File: src/inc/tmr_pkg.sv
// Operation
// [RULE1] force strobe in non-PWM mode acts at once like a compare match on the pin
// [RULE2] force strobe raises no flag and never clears the counter
// [RULE3] force strobe bit always reads back as zero
// [RULE4] software keeps force strobe zero when writing control in a PWM mode
// [RULE5] wave mode 00 normal, 01 phase PWM, 10 clear-on-compare, 11 fast PWM
// [RULE6] compare level updates per mode; overflow at MAX, phase PWM at BOTTOM
// [RULE7] non-PWM action: 00 off, 01 toggle, 10 clear, 11 set on match
// [RULE8] fast PWM action: 10 clear on match set at BOTTOM, 11 inverse
// [RULE9] fast PWM with compare at TOP and action bit 1: only BOTTOM action
// [RULE10] phase PWM 10 clears on up match, sets on down match; 11 inverse
// [RULE11] phase PWM with compare at TOP and action bit 1: act at TOP instead
// [RULE12] nonzero action overrides the pin; software still sets pin direction
// [RULE13] clock select: stop, undivided, then /8 /32 /64 /128 /256 /1024
// [RULE14] counter write blocks the match on next timer clock; counter is 8-bit
// [RULE15] compare level is compared with the counter continuously
// [RULE16] external clock enable with async select takes pin clock, stops crystal
// [RULE17] async select picks I/O clock (0) or slow clock pin (1)
// [RULE18] async writes set their own pending bit until the value is latched
// [RULE19] software never writes a register whose pending bit is set
// [RULE20] counter reads actual value; compare and control read temporary storage
// [RULE21] async write reaches its register after two rising slow clock edges
// [RULE22] compare flag set on match, cleared by writing one
// [RULE23] overflow flag set per mode, cleared by writing one
package tmr_pkg;
    // ==========================================================
    // register map (byte addresses)
    localparam logic [7:0] TMR_CTRL_ADDR = 8'h00;
    localparam logic [7:0] TMR_CNT_ADDR = 8'h04;
    localparam logic [7:0] TMR_CMP_ADDR = 8'h08;
    localparam logic [7:0] TMR_STAT_ADDR = 8'h0c;
    localparam logic [7:0] TMR_FLAG_ADDR = 8'h10;
    // ==========================================================
    // control fields
    localparam int TMR_FORCE_BIT = 7;
    localparam int TMR_WAVE_LO_BIT = 6;
    localparam int TMR_COM_HI = 5;
    localparam int TMR_COM_LO = 4;
    localparam int TMR_WAVE_HI_BIT = 3;
    localparam int TMR_CS_HI = 2;
    // status fields
    localparam int TMR_EXTERNAL_CLOCK_ENABLE_BIT = 4;
    localparam int TMR_ASYNC_BIT = 3;
    localparam int TMR_PEND_CNT = 2;
    localparam int TMR_PEND_CMP = 1;
    localparam int TMR_PEND_CTL = 0;
    // flag fields
    localparam int TMR_CMF_BIT = 1;
    localparam int TMR_OVF_BIT = 0;
    // ==========================================================
    // counter values and timing
    localparam logic [7:0] TMR_MAX = 8'hff;
    localparam logic [7:0] TMR_BOTTOM = 8'h00;
    localparam int TMR_PRE_W = 10;
    localparam logic [1:0] TMR_LATCH_EDGES = 2'h2;
    localparam logic [9:0] TMR_MASK_1 = 10'h000;
    localparam logic [9:0] TMR_MASK_8 = 10'h007;
    localparam logic [9:0] TMR_MASK_32 = 10'h01f;
    localparam logic [9:0] TMR_MASK_64 = 10'h03f;
    localparam logic [9:0] TMR_MASK_128 = 10'h07f;
    localparam logic [9:0] TMR_MASK_256 = 10'h0ff;
    localparam logic [9:0] TMR_MASK_1024 = 10'h3ff;
    // ==========================================================
    // wave modes as {high bit, low bit}
    localparam logic [1:0] TMR_MODE_NORMAL = 2'h0;
    localparam logic [1:0] TMR_MODE_PHASE = 2'h1;
    localparam logic [1:0] TMR_MODE_CTC = 2'h2;
    localparam logic [1:0] TMR_MODE_FAST = 2'h3;
    // pin actions
    localparam logic [1:0] TMR_COM_OFF = 2'h0;
    localparam logic [1:0] TMR_COM_TOGGLE = 2'h1;
    localparam logic [1:0] TMR_COM_CLEAR = 2'h2;
    localparam logic [1:0] TMR_COM_SET = 2'h3;
endpackage

File: src/design/tmr_timer.sv
// Chosen here: the register offsets and the AHB-Lite interface to the registers.
`timescale 1ns/100ps
module tmr_timer
    import tmr_pkg::*;
(
    input wire logic hclk,
    input wire logic hresetn,
    input wire logic hsel,
    input wire logic [31:0] haddr,
    input wire logic [1:0] htrans,
    input wire logic hwrite,
    input wire logic [2:0] hsize,
    input wire logic [31:0] hwdata,
    input wire logic hready,
    output logic hreadyout,
    output logic hresp,
    output logic [31:0] hrdata,
    input wire logic slow_clock_pin,
    output logic compare_output_pin,
    output logic compare_output_override,
    output logic crystal_osc_enable
);
    // ==========================================================
    // state
    typedef struct packed {
        logic [2:0] sync;
        logic slow_lvl;
        logic [6:0] ctl;
        logic [6:0] ctl_tmp;
        logic force_tmp;
        logic [7:0] cnt;
        logic [7:0] cnt_tmp;
        logic [7:0] cmp_tmp;
        logic [7:0] cmp_buf;
        logic [7:0] cmp_act;
        logic [2:0] pend;
        logic [2:0][1:0] ecnt;
        logic dir_down;
        logic block;
        logic [TMR_PRE_W-1:0] pre;
        logic ovf;
        logic cmf;
        logic pin;
        logic ovr;
        logic osc_en;
        logic external_clock_enable;
        logic as_sel;
        logic d_sel;
        logic d_wr;
        logic [7:0] d_addr;
        logic [31:0] rdata;
        logic ready;
    } tmr_state_type;

    tmr_state_type st_reg;
    tmr_state_type st_next;
    logic slow_edge;
    logic tick;
    logic match;
    logic [1:0] mode;
    logic [1:0] com;
    logic wr_ctl;
    logic wr_cnt;

    // non-PWM pin action, shared by real and forced matches
    function automatic logic act_nonpwm(input logic p, input logic [1:0] c);
        logic r;
        r = p;
        unique case (c)
            TMR_COM_OFF: r = p;
            TMR_COM_TOGGLE: r = ~p;
            TMR_COM_CLEAR: r = 1'b0;
            TMR_COM_SET: r = 1'b1;
        endcase
        return r;
    endfunction

    function automatic logic [9:0] pre_mask(input logic [2:0] cs);
        logic [9:0] m;
        m = TMR_MASK_1;
        unique case (cs)
            3'h0, 3'h1: m = TMR_MASK_1;
            3'h2: m = TMR_MASK_8;
            3'h3: m = TMR_MASK_32;
            3'h4: m = TMR_MASK_64;
            3'h5: m = TMR_MASK_128;
            3'h6: m = TMR_MASK_256;
            3'h7: m = TMR_MASK_1024;
        endcase
        return m;
    endfunction

    assign mode = {st_reg.ctl[TMR_WAVE_HI_BIT], st_reg.ctl[TMR_WAVE_LO_BIT]};
    assign com = st_reg.ctl[TMR_COM_HI:TMR_COM_LO];
    // a rising change counts only once second and third stages are both high
    assign slow_edge = st_reg.sync[1] & st_reg.sync[2] & ~st_reg.slow_lvl;
    assign wr_ctl = st_reg.d_sel & st_reg.d_wr & (st_reg.d_addr == TMR_CTRL_ADDR);
    assign wr_cnt = st_reg.d_sel & st_reg.d_wr & (st_reg.d_addr == TMR_CNT_ADDR);
    // timer clock: slow pin edges or every cycle, through the prescaler
    assign tick = (st_reg.ctl[TMR_CS_HI:0] != 3'h0) // see [RULE13]
        & (st_reg.as_sel ? slow_edge : 1'b1) // see [RULE17]
        & ((st_reg.pre & pre_mask(st_reg.ctl[TMR_CS_HI:0])) == pre_mask(st_reg.ctl[TMR_CS_HI:0]));
    // blocked for one timer clock after a counter write
    assign match = tick & (st_reg.cnt == st_reg.cmp_act) & ~st_reg.block; // see [RULE15] [RULE14]

    // ==========================================================
    // next state
    always_comb begin
        logic set_cmf;
        logic set_ovf;
        logic spec;
        logic [7:0] wd;
        logic [1:0] nmode;
        set_cmf = 1'b0;
        set_ovf = 1'b0;
        spec = (st_reg.cmp_act == TMR_MAX) & com[1];
        wd = hwdata[7:0];
        nmode = {wd[TMR_WAVE_HI_BIT], wd[TMR_WAVE_LO_BIT]};
        st_next = st_reg;
        // pin synchroniser; first stage feeds only the second
        st_next.sync = {st_reg.sync[1:0], slow_clock_pin};
        if (st_reg.sync[1] == st_reg.sync[2]) begin
            st_next.slow_lvl = st_reg.sync[1];
        end
        if (st_reg.as_sel ? slow_edge : 1'b1) begin
            st_next.pre = st_reg.pre + 10'h001;
        end
        // compare level goes straight through in non-PWM modes
        if (mode == TMR_MODE_NORMAL || mode == TMR_MODE_CTC) begin
            st_next.cmp_act = st_reg.cmp_buf; // see [RULE6]
        end
        if (tick) begin
            st_next.block = 1'b0;
        end
        if (match) begin
            set_cmf = 1'b1; // see [RULE22]
        end
        // counting sequence and waveform per mode
        if (tick) begin
            unique case (mode) // see [RULE5]
                TMR_MODE_NORMAL, TMR_MODE_CTC: begin
                    if (mode == TMR_MODE_CTC && match) begin
                        st_next.cnt = TMR_BOTTOM;
                    end else begin
                        st_next.cnt = st_reg.cnt + 8'h01;
                    end
                    if (st_reg.cnt == TMR_MAX) begin
                        set_ovf = 1'b1; // see [RULE6]
                    end
                    if (match) begin
                        st_next.pin = act_nonpwm(st_reg.pin, com); // see [RULE7]
                    end
                end
                TMR_MODE_FAST: begin
                    st_next.cnt = st_reg.cnt + 8'h01;
                    if (match && !spec && com[1]) begin
                        // 10 clears and 11 sets on the match; bottom does the opposite
                        st_next.pin = com[0]; // see [RULE8] [RULE9]
                    end
                    if (st_reg.cnt == TMR_MAX) begin
                        set_ovf = 1'b1;
                        st_next.cmp_act = st_reg.cmp_buf; // see [RULE6]
                        if (com[1]) begin
                            st_next.pin = com[0] ? 1'b0 : 1'b1; // see [RULE8]
                        end
                    end
                end
                TMR_MODE_PHASE: begin
                    if (match && !spec && com[1]) begin
                        st_next.pin = st_reg.dir_down ? ~com[0] : com[0]; // see [RULE10]
                    end
                    if (!st_reg.dir_down && st_reg.cnt == TMR_MAX) begin
                        st_next.dir_down = 1'b1;
                        st_next.cnt = TMR_MAX - 8'h01;
                        st_next.cmp_act = st_reg.cmp_buf; // see [RULE6]
                        if (spec) begin
                            st_next.pin = ~com[0]; // see [RULE11]
                        end
                    end else if (st_reg.dir_down && st_reg.cnt == TMR_BOTTOM) begin
                        st_next.dir_down = 1'b0;
                        st_next.cnt = TMR_BOTTOM + 8'h01;
                        set_ovf = 1'b1; // see [RULE23]
                    end else if (st_reg.dir_down) begin
                        st_next.cnt = st_reg.cnt - 8'h01;
                    end else begin
                        st_next.cnt = st_reg.cnt + 8'h01;
                    end
                end
            endcase
        end
        // async transfers: each temp latches on its second slow edge
        for (int i = 0; i < 3; i++) begin
            if (st_reg.pend[i] && slow_edge) begin
                if (st_reg.ecnt[i] == TMR_LATCH_EDGES - 2'h1) begin
                    st_next.pend[i] = 1'b0; // see [RULE18] [RULE21]
                    st_next.ecnt[i] = 2'h0;
                    if (i == TMR_PEND_CNT) begin
                        st_next.cnt = st_reg.cnt_tmp;
                        st_next.block = 1'b1; // see [RULE14]
                    end else if (i == TMR_PEND_CMP) begin
                        st_next.cmp_buf = st_reg.cmp_tmp;
                    end else begin
                        st_next.ctl = st_reg.ctl_tmp;
                        // forced match uses the freshly latched action, no flag
                        if (st_reg.force_tmp && !st_reg.ctl_tmp[TMR_WAVE_LO_BIT]) begin
                            st_next.pin = act_nonpwm(st_reg.pin,
                                st_reg.ctl_tmp[TMR_COM_HI:TMR_COM_LO]); // see [RULE1] [RULE2]
                        end
                        st_next.force_tmp = 1'b0;
                    end
                end else begin
                    st_next.ecnt[i] = st_reg.ecnt[i] + 2'h1;
                end
            end
        end
        // bus data phase; writes are always taken whole-word, zero wait
        if (wr_ctl) begin
            st_next.ctl_tmp = wd[6:0];
            if (st_reg.as_sel) begin
                st_next.force_tmp = wd[TMR_FORCE_BIT];
                st_next.pend[TMR_PEND_CTL] = 1'b1; // see [RULE18]
                st_next.ecnt[TMR_PEND_CTL] = 2'h0;
            end else begin
                st_next.ctl = wd[6:0];
                if (wd[TMR_FORCE_BIT] && !wd[TMR_WAVE_LO_BIT]) begin
                    // forced match: pin only, counter and flags untouched
                    st_next.pin = act_nonpwm(st_reg.pin,
                        wd[TMR_COM_HI:TMR_COM_LO]); // see [RULE1] [RULE2]
                end
            end
        end
        if (wr_cnt) begin
            st_next.cnt_tmp = wd;
            if (st_reg.as_sel) begin
                st_next.pend[TMR_PEND_CNT] = 1'b1; // see [RULE18]
                st_next.ecnt[TMR_PEND_CNT] = 2'h0;
            end else begin
                st_next.cnt = wd;
                st_next.block = 1'b1; // see [RULE14]
            end
        end
        if (st_reg.d_sel && st_reg.d_wr && st_reg.d_addr == TMR_CMP_ADDR) begin
            st_next.cmp_tmp = wd;
            if (st_reg.as_sel) begin
                st_next.pend[TMR_PEND_CMP] = 1'b1; // see [RULE18]
                st_next.ecnt[TMR_PEND_CMP] = 2'h0;
            end else begin
                st_next.cmp_buf = wd;
            end
        end
        if (st_reg.d_sel && st_reg.d_wr && st_reg.d_addr == TMR_STAT_ADDR) begin
            st_next.external_clock_enable = wd[TMR_EXTERNAL_CLOCK_ENABLE_BIT];
            st_next.as_sel = wd[TMR_ASYNC_BIT]; // see [RULE17]
        end
        // flags: a hardware set in the clearing cycle wins
        st_next.cmf = set_cmf | st_reg.cmf; // see [RULE22]
        st_next.ovf = set_ovf | st_reg.ovf; // see [RULE23]
        if (st_reg.d_sel && st_reg.d_wr && st_reg.d_addr == TMR_FLAG_ADDR) begin
            st_next.cmf = set_cmf | (st_reg.cmf & ~wd[TMR_CMF_BIT]);
            st_next.ovf = set_ovf | (st_reg.ovf & ~wd[TMR_OVF_BIT]);
        end
        // pin side levels, registered so outputs come from flops
        st_next.ovr = st_next.ctl[TMR_COM_HI:TMR_COM_LO] != TMR_COM_OFF; // see [RULE12]
        st_next.osc_en = st_next.as_sel & ~st_next.external_clock_enable; // see [RULE16]
        st_next.ready = 1'b1;
        // bus address phase; read data comes from the post-write state
        st_next.d_sel = hsel & htrans[1] & hready;
        st_next.d_wr = hwrite;
        st_next.d_addr = haddr[7:0];
        st_next.rdata = 32'h0000_0000;
        if (hsel && htrans[1] && hready && !hwrite) begin
            unique case (haddr[7:0])
                TMR_CTRL_ADDR: st_next.rdata[7:0] = {1'b0, st_next.ctl_tmp}; // see [RULE3]
                TMR_CNT_ADDR: st_next.rdata[7:0] = st_next.cnt; // see [RULE20]
                TMR_CMP_ADDR: st_next.rdata[7:0] = st_next.cmp_tmp; // see [RULE20]
                TMR_STAT_ADDR: st_next.rdata[4:0] = {st_next.external_clock_enable, st_next.as_sel, st_next.pend};
                TMR_FLAG_ADDR: st_next.rdata[1:0] = {st_next.cmf, st_next.ovf};
                default: st_next.rdata = 32'h0000_0000;
            endcase
        end
    end

    // ==========================================================
    // registers
    always_ff @(posedge hclk or negedge hresetn) begin
        if (!hresetn) begin
            st_reg <= '0;
        end else begin
            st_reg <= st_next;
        end
    end

    assign hreadyout = st_reg.ready;
    assign hresp = 1'b0;
    assign hrdata = st_reg.rdata;
    assign compare_output_pin = st_reg.pin;
    assign compare_output_override = st_reg.ovr;
    assign crystal_osc_enable = st_reg.osc_en;

    logic force_now;
    assign force_now = wr_ctl & ~st_reg.as_sel & hwdata[TMR_FORCE_BIT]
        & ~hwdata[TMR_WAVE_LO_BIT] & (hwdata[TMR_CS_HI:0] == 3'h0) & ~tick;
endmodule

File: config.mk
export PLATFORM = sky130hd
export DESIGN_NAME = tmr_timer
export DESIGN_NICKNAME = d
export VERILOG_FILES = /design/src/inc/tmr_pkg.sv /design/src/design/tmr_timer.sv
export SDC_FILE = /design/constraint.sdc
export NUM_CORES = 1
export LEC_CHECK = 0
export BUFFER_PORTS_ARGS = -buffer_cell sky130_fd_sc_hd__clkbuf_2
export CAP_MARGIN = 15
export CORE_UTILIZATION = 50
export DETAILED_ROUTE_END_ITERATION = 8
export PLACE_DENSITY = 0.78
export SETUP_SLACK_MARGIN = 0.15
export SLEW_MARGIN = 0
export SYNTH_ARGS = -nofsm -noshare
export SYNTH_HDL_FRONTEND = slang
export SYNTH_SLANG_ARGS = --single-unit
File: constraint.sdc
create_clock -name hclk -period 4.2 [get_ports hclk]
set_input_delay 0.63 -clock hclk [delete_from_list [all_inputs] [get_ports hclk]]
set_output_delay 0.63 -clock hclk [all_outputs]
set_load 0.03 [all_outputs]
==> results.sh <==
export IMPL_skew_ps=9.593
export IMPL_setup_violations_final=0
export IMPL_path_clk_slew_ps=70
export IMPL_io_pins=112
export IMPL_maxSlewHeadroom=0.3059
export IMPL_drtIter0Drc=434
export IMPL_ys_ff_latch=106
export IMPL_nets=745
export IMPL_via_per_inst=6.209
export IMPL_cp_required_ps=4450
export IMPL_fmax_mhz=315.4
export IMPL_cts_made_buffers=9
export IMPL_core_area_um2=12010
export IMPL_grt_first_pass_wirelength_um=24850
export IMPL_clkLatencyLatePin_ps=350
export IMPL_critPathCaptureType="register"
export IMPL_p_comb_frac=0.213
export IMPL_startpoint_type="register"
export IMPL_grt_remaining_overflow=0
export IMPL_fin_cells=818
export IMPL_dieArea_um2=12750
export IMPL_internal_power_w=0.001810
export IMPL_synth_edf_count=0
export IMPL_leakagePower_nw=2.791
export IMPL_ys_top_cells_by_area="dfrtp_1 43%, nand2_1 4.5%, mux2_2 4.2%, buf_4 4.0%, nor2_1 3.2%"
export IMPL_rows=40
export IMPL_dpl_hpwl_um=11100
export IMPL_slowest_stage="dfrtp_1"
export IMPL_status="finished, final reports clean"
export IMPL_drt_pass1_iterations=7
export IMPL_layout_drive_gt1_share=0.1505
export IMPL_clockPowerShare=0.315
export IMPL_cts_tree="built"
export IMPL_synth_largest_area_cell="dfrtp_1"
export IMPL_io_buffers=34
export IMPL_cp_top_family="compound AO/OA/AOI/OAI gates"
export IMPL_grt_pass1_vias=4769
export IMPL_routabilityCongestion=0.9232
export IMPL_yosys_warnings=0
export IMPL_peakVddDrop_uv=285.3
export IMPL_die_w_um=112.9
export IMPL_track_usage=0.2504
export IMPL_syn_inst=656
export IMPL_synth_top_area_frac=0.4311
export IMPL_crit_buf_inv=0
export IMPL_ys_seq_area_frac=0.4311
export IMPL_drc=0
export IMPL_drv_slew=0
export IMPL_crit_type="reg2reg"
export IMPL_cp_startpoint="st_reg[103]$_DFF_PN0_"
export IMPL_start_util=0.5123
export IMPL_r2r_start="st_reg[103]$_DFF_PN0_"
export IMPL_worstMarginPinSlew_ps=1037
export IMPL_powerDensity_nw_per_um2=413.8
export IMPL_netlist_area_um2=6153
export IMPL_clockRootBuffer="clkbuf_16"
export IMPL_hold_buffers=0
export IMPL_rsz0062_at_grt="no"
export IMPL_max_stage_delay_ps=690
export IMPL_antennaDiodeCount=0
export IMPL_crit_path_frequent_cell="o2111ai_1"
export IMPL_antenna_left=0
export IMPL_post_cts_setup_buffers=0
export IMPL_seqPwrFrac=0.471
export IMPL_yosysMostFrequentCell="dfrtp_1"
export IMPL_synth_commonest_cells="106 x dfrtp_1, 74 x nand2_1, 52 x nor2_1"
export IMPL_largest_reg_flops=88
export IMPL_antenna_found_initial=0
export IMPL_timing_hold_violations_final=0
export IMPL_post_drt_wl_per_cell_um=18.74
export IMPL_die_h_um=112.9
export IMPL_critPathMaxFanout=15
export IMPL_post_place_cells=801
export IMPL_htreeDepth=3
export IMPL_synthToLayoutAreaGrowth_pct=7.056
export IMPL_period_needed_ps=3171
export IMPL_cts_resized=0
export IMPL_netSwitchingFraction=0.3359
export IMPL_num_vias=5079
export IMPL_cts_buffer_depth=2
export IMPL_ys_flop_type="dfrtp_1"
export IMPL_arrival_ps=3430
export IMPL_routed_wl_um=15330
export IMPL_p_sw_w=0.0009157
export IMPL_worstPathCellList="ha_1 > nand4b_1 > nor3_1 > o2111ai_1 > and2_1 > o2111ai_1 > a32oi_1 > a211oi_1"
export IMPL_async_flop_share=1.000
export IMPL_ys_types=73
export IMPL_fin_crit_sh=0.7549
export IMPL_avgSynthCellArea_um2=9.380
export IMPL_clock_sinks=106
export IMPL_setup_tns_ps=0
export IMPL_hold_class="in2async"
export IMPL_grt_max_degree=89
export IMPL_drv_cap=0
-- through the flow --
step / hold slack [ps] / total power, W / worst slack (ps) / area [um2] / util
floorplan: 331.2 / 0.001718 / 1775 / 6243 / -
global placement: 332.9 / 0.001839 / 1157 / 6252 / 0.5205
detailed placement: 334.7 / 0.001866 / 1155 / 6252 / 0.5205
CTS: 351.5 / 0.002727 / 1117 / 6560 / 0.5461
global route: 132.6 / 0.002856 / 916.2 / 6588 / 0.5484
finish: 130.3 / 0.002726 / 1029 / 6588 / 0.5484
-- layout make-up --
type                       instances  area [um2]
inverter                          17       63.81
clock inverter                     7       82.58
fill                            1030        5424
multi-input combinational        492        3142
timing repair buffer              40       237.7
clock buffer                       9       225.2
sequential                       106        2653
tap                              147       183.9
-- layer usage --
layer,vias to the layer above,global-route usage,part of all wire
met3,37,0.04178,0.076
met2,261,0.4058,0.48
met4,0,0.1105,0.031
met1,2462,0.3331,0.42
li1,2319,-,-
met5,-,0,0
-- power groups by stage --
stage	Clock (W)	Combinational, W	Sequential [W]
after floorplan	0	0.000506	0.00121
after CTS	0.000877	0.000572	0.00128
after detailed placement	0	0.000569	0.00130
after global routing	0.000915	0.000644	0.00130
after global placement	0	0.000548	0.00129
final	0.000860	0.000582	0.00128
-- path summary, 6_finish.rpt --
path	end	slack [ps]	depth (start not counted)
min in group hclk	st_next[129]$_DFF_PN0_	350	0
max	hrdata[6]$_DFF_PN0_	1030	8
max reg2reg	hrdata[6]$_DFF_PN0_	1030	8
min reg2reg	st_next[129]$_DFF_PN0_	350	0
max in group asynchronous	st_reg[68]$_DFF_PN0_	3430	2
min	st_reg[83]$_DFF_PN0_	130	1
-- cells by family after synthesis --
logic type | Yosys count | share of synthesized area
simple gates | 259 | 0.2178
compound gates | 136 | 0.1606
flops | 106 | 0.4311
buf+inv | 82 | 0.07300
mux | 40 | 0.06974
xor+xnor | 27 | 0.03843
fa+ha+maj | 4 | 0.008134
other cells | 2 | 0.001220
-- placed cells by master, fill, tap and decap left out, types with 6 or more instances in the layout --
cell type and n:
dfrtp_1 106, nand2_1 74, nor2_1 52, a21oi_1 34, clkbuf_2 33, conb_1 26, mux2_2 23, nand3_1 22
o21ai_0 21, nor3_1 20, inv_1 17, mux2i_1 17, xor2_1 16, nand2b_1 12, nand4_1 12, a31oi_1 12
xnor2_1 11, o2111ai_1 9, or3_1 9, clkbuf_16 9, and3_1 8, nor2b_1 7, and2_1 7, o211ai_1 6
or4_1 6, buf_4 6
(Power assumes the default switching activity.)
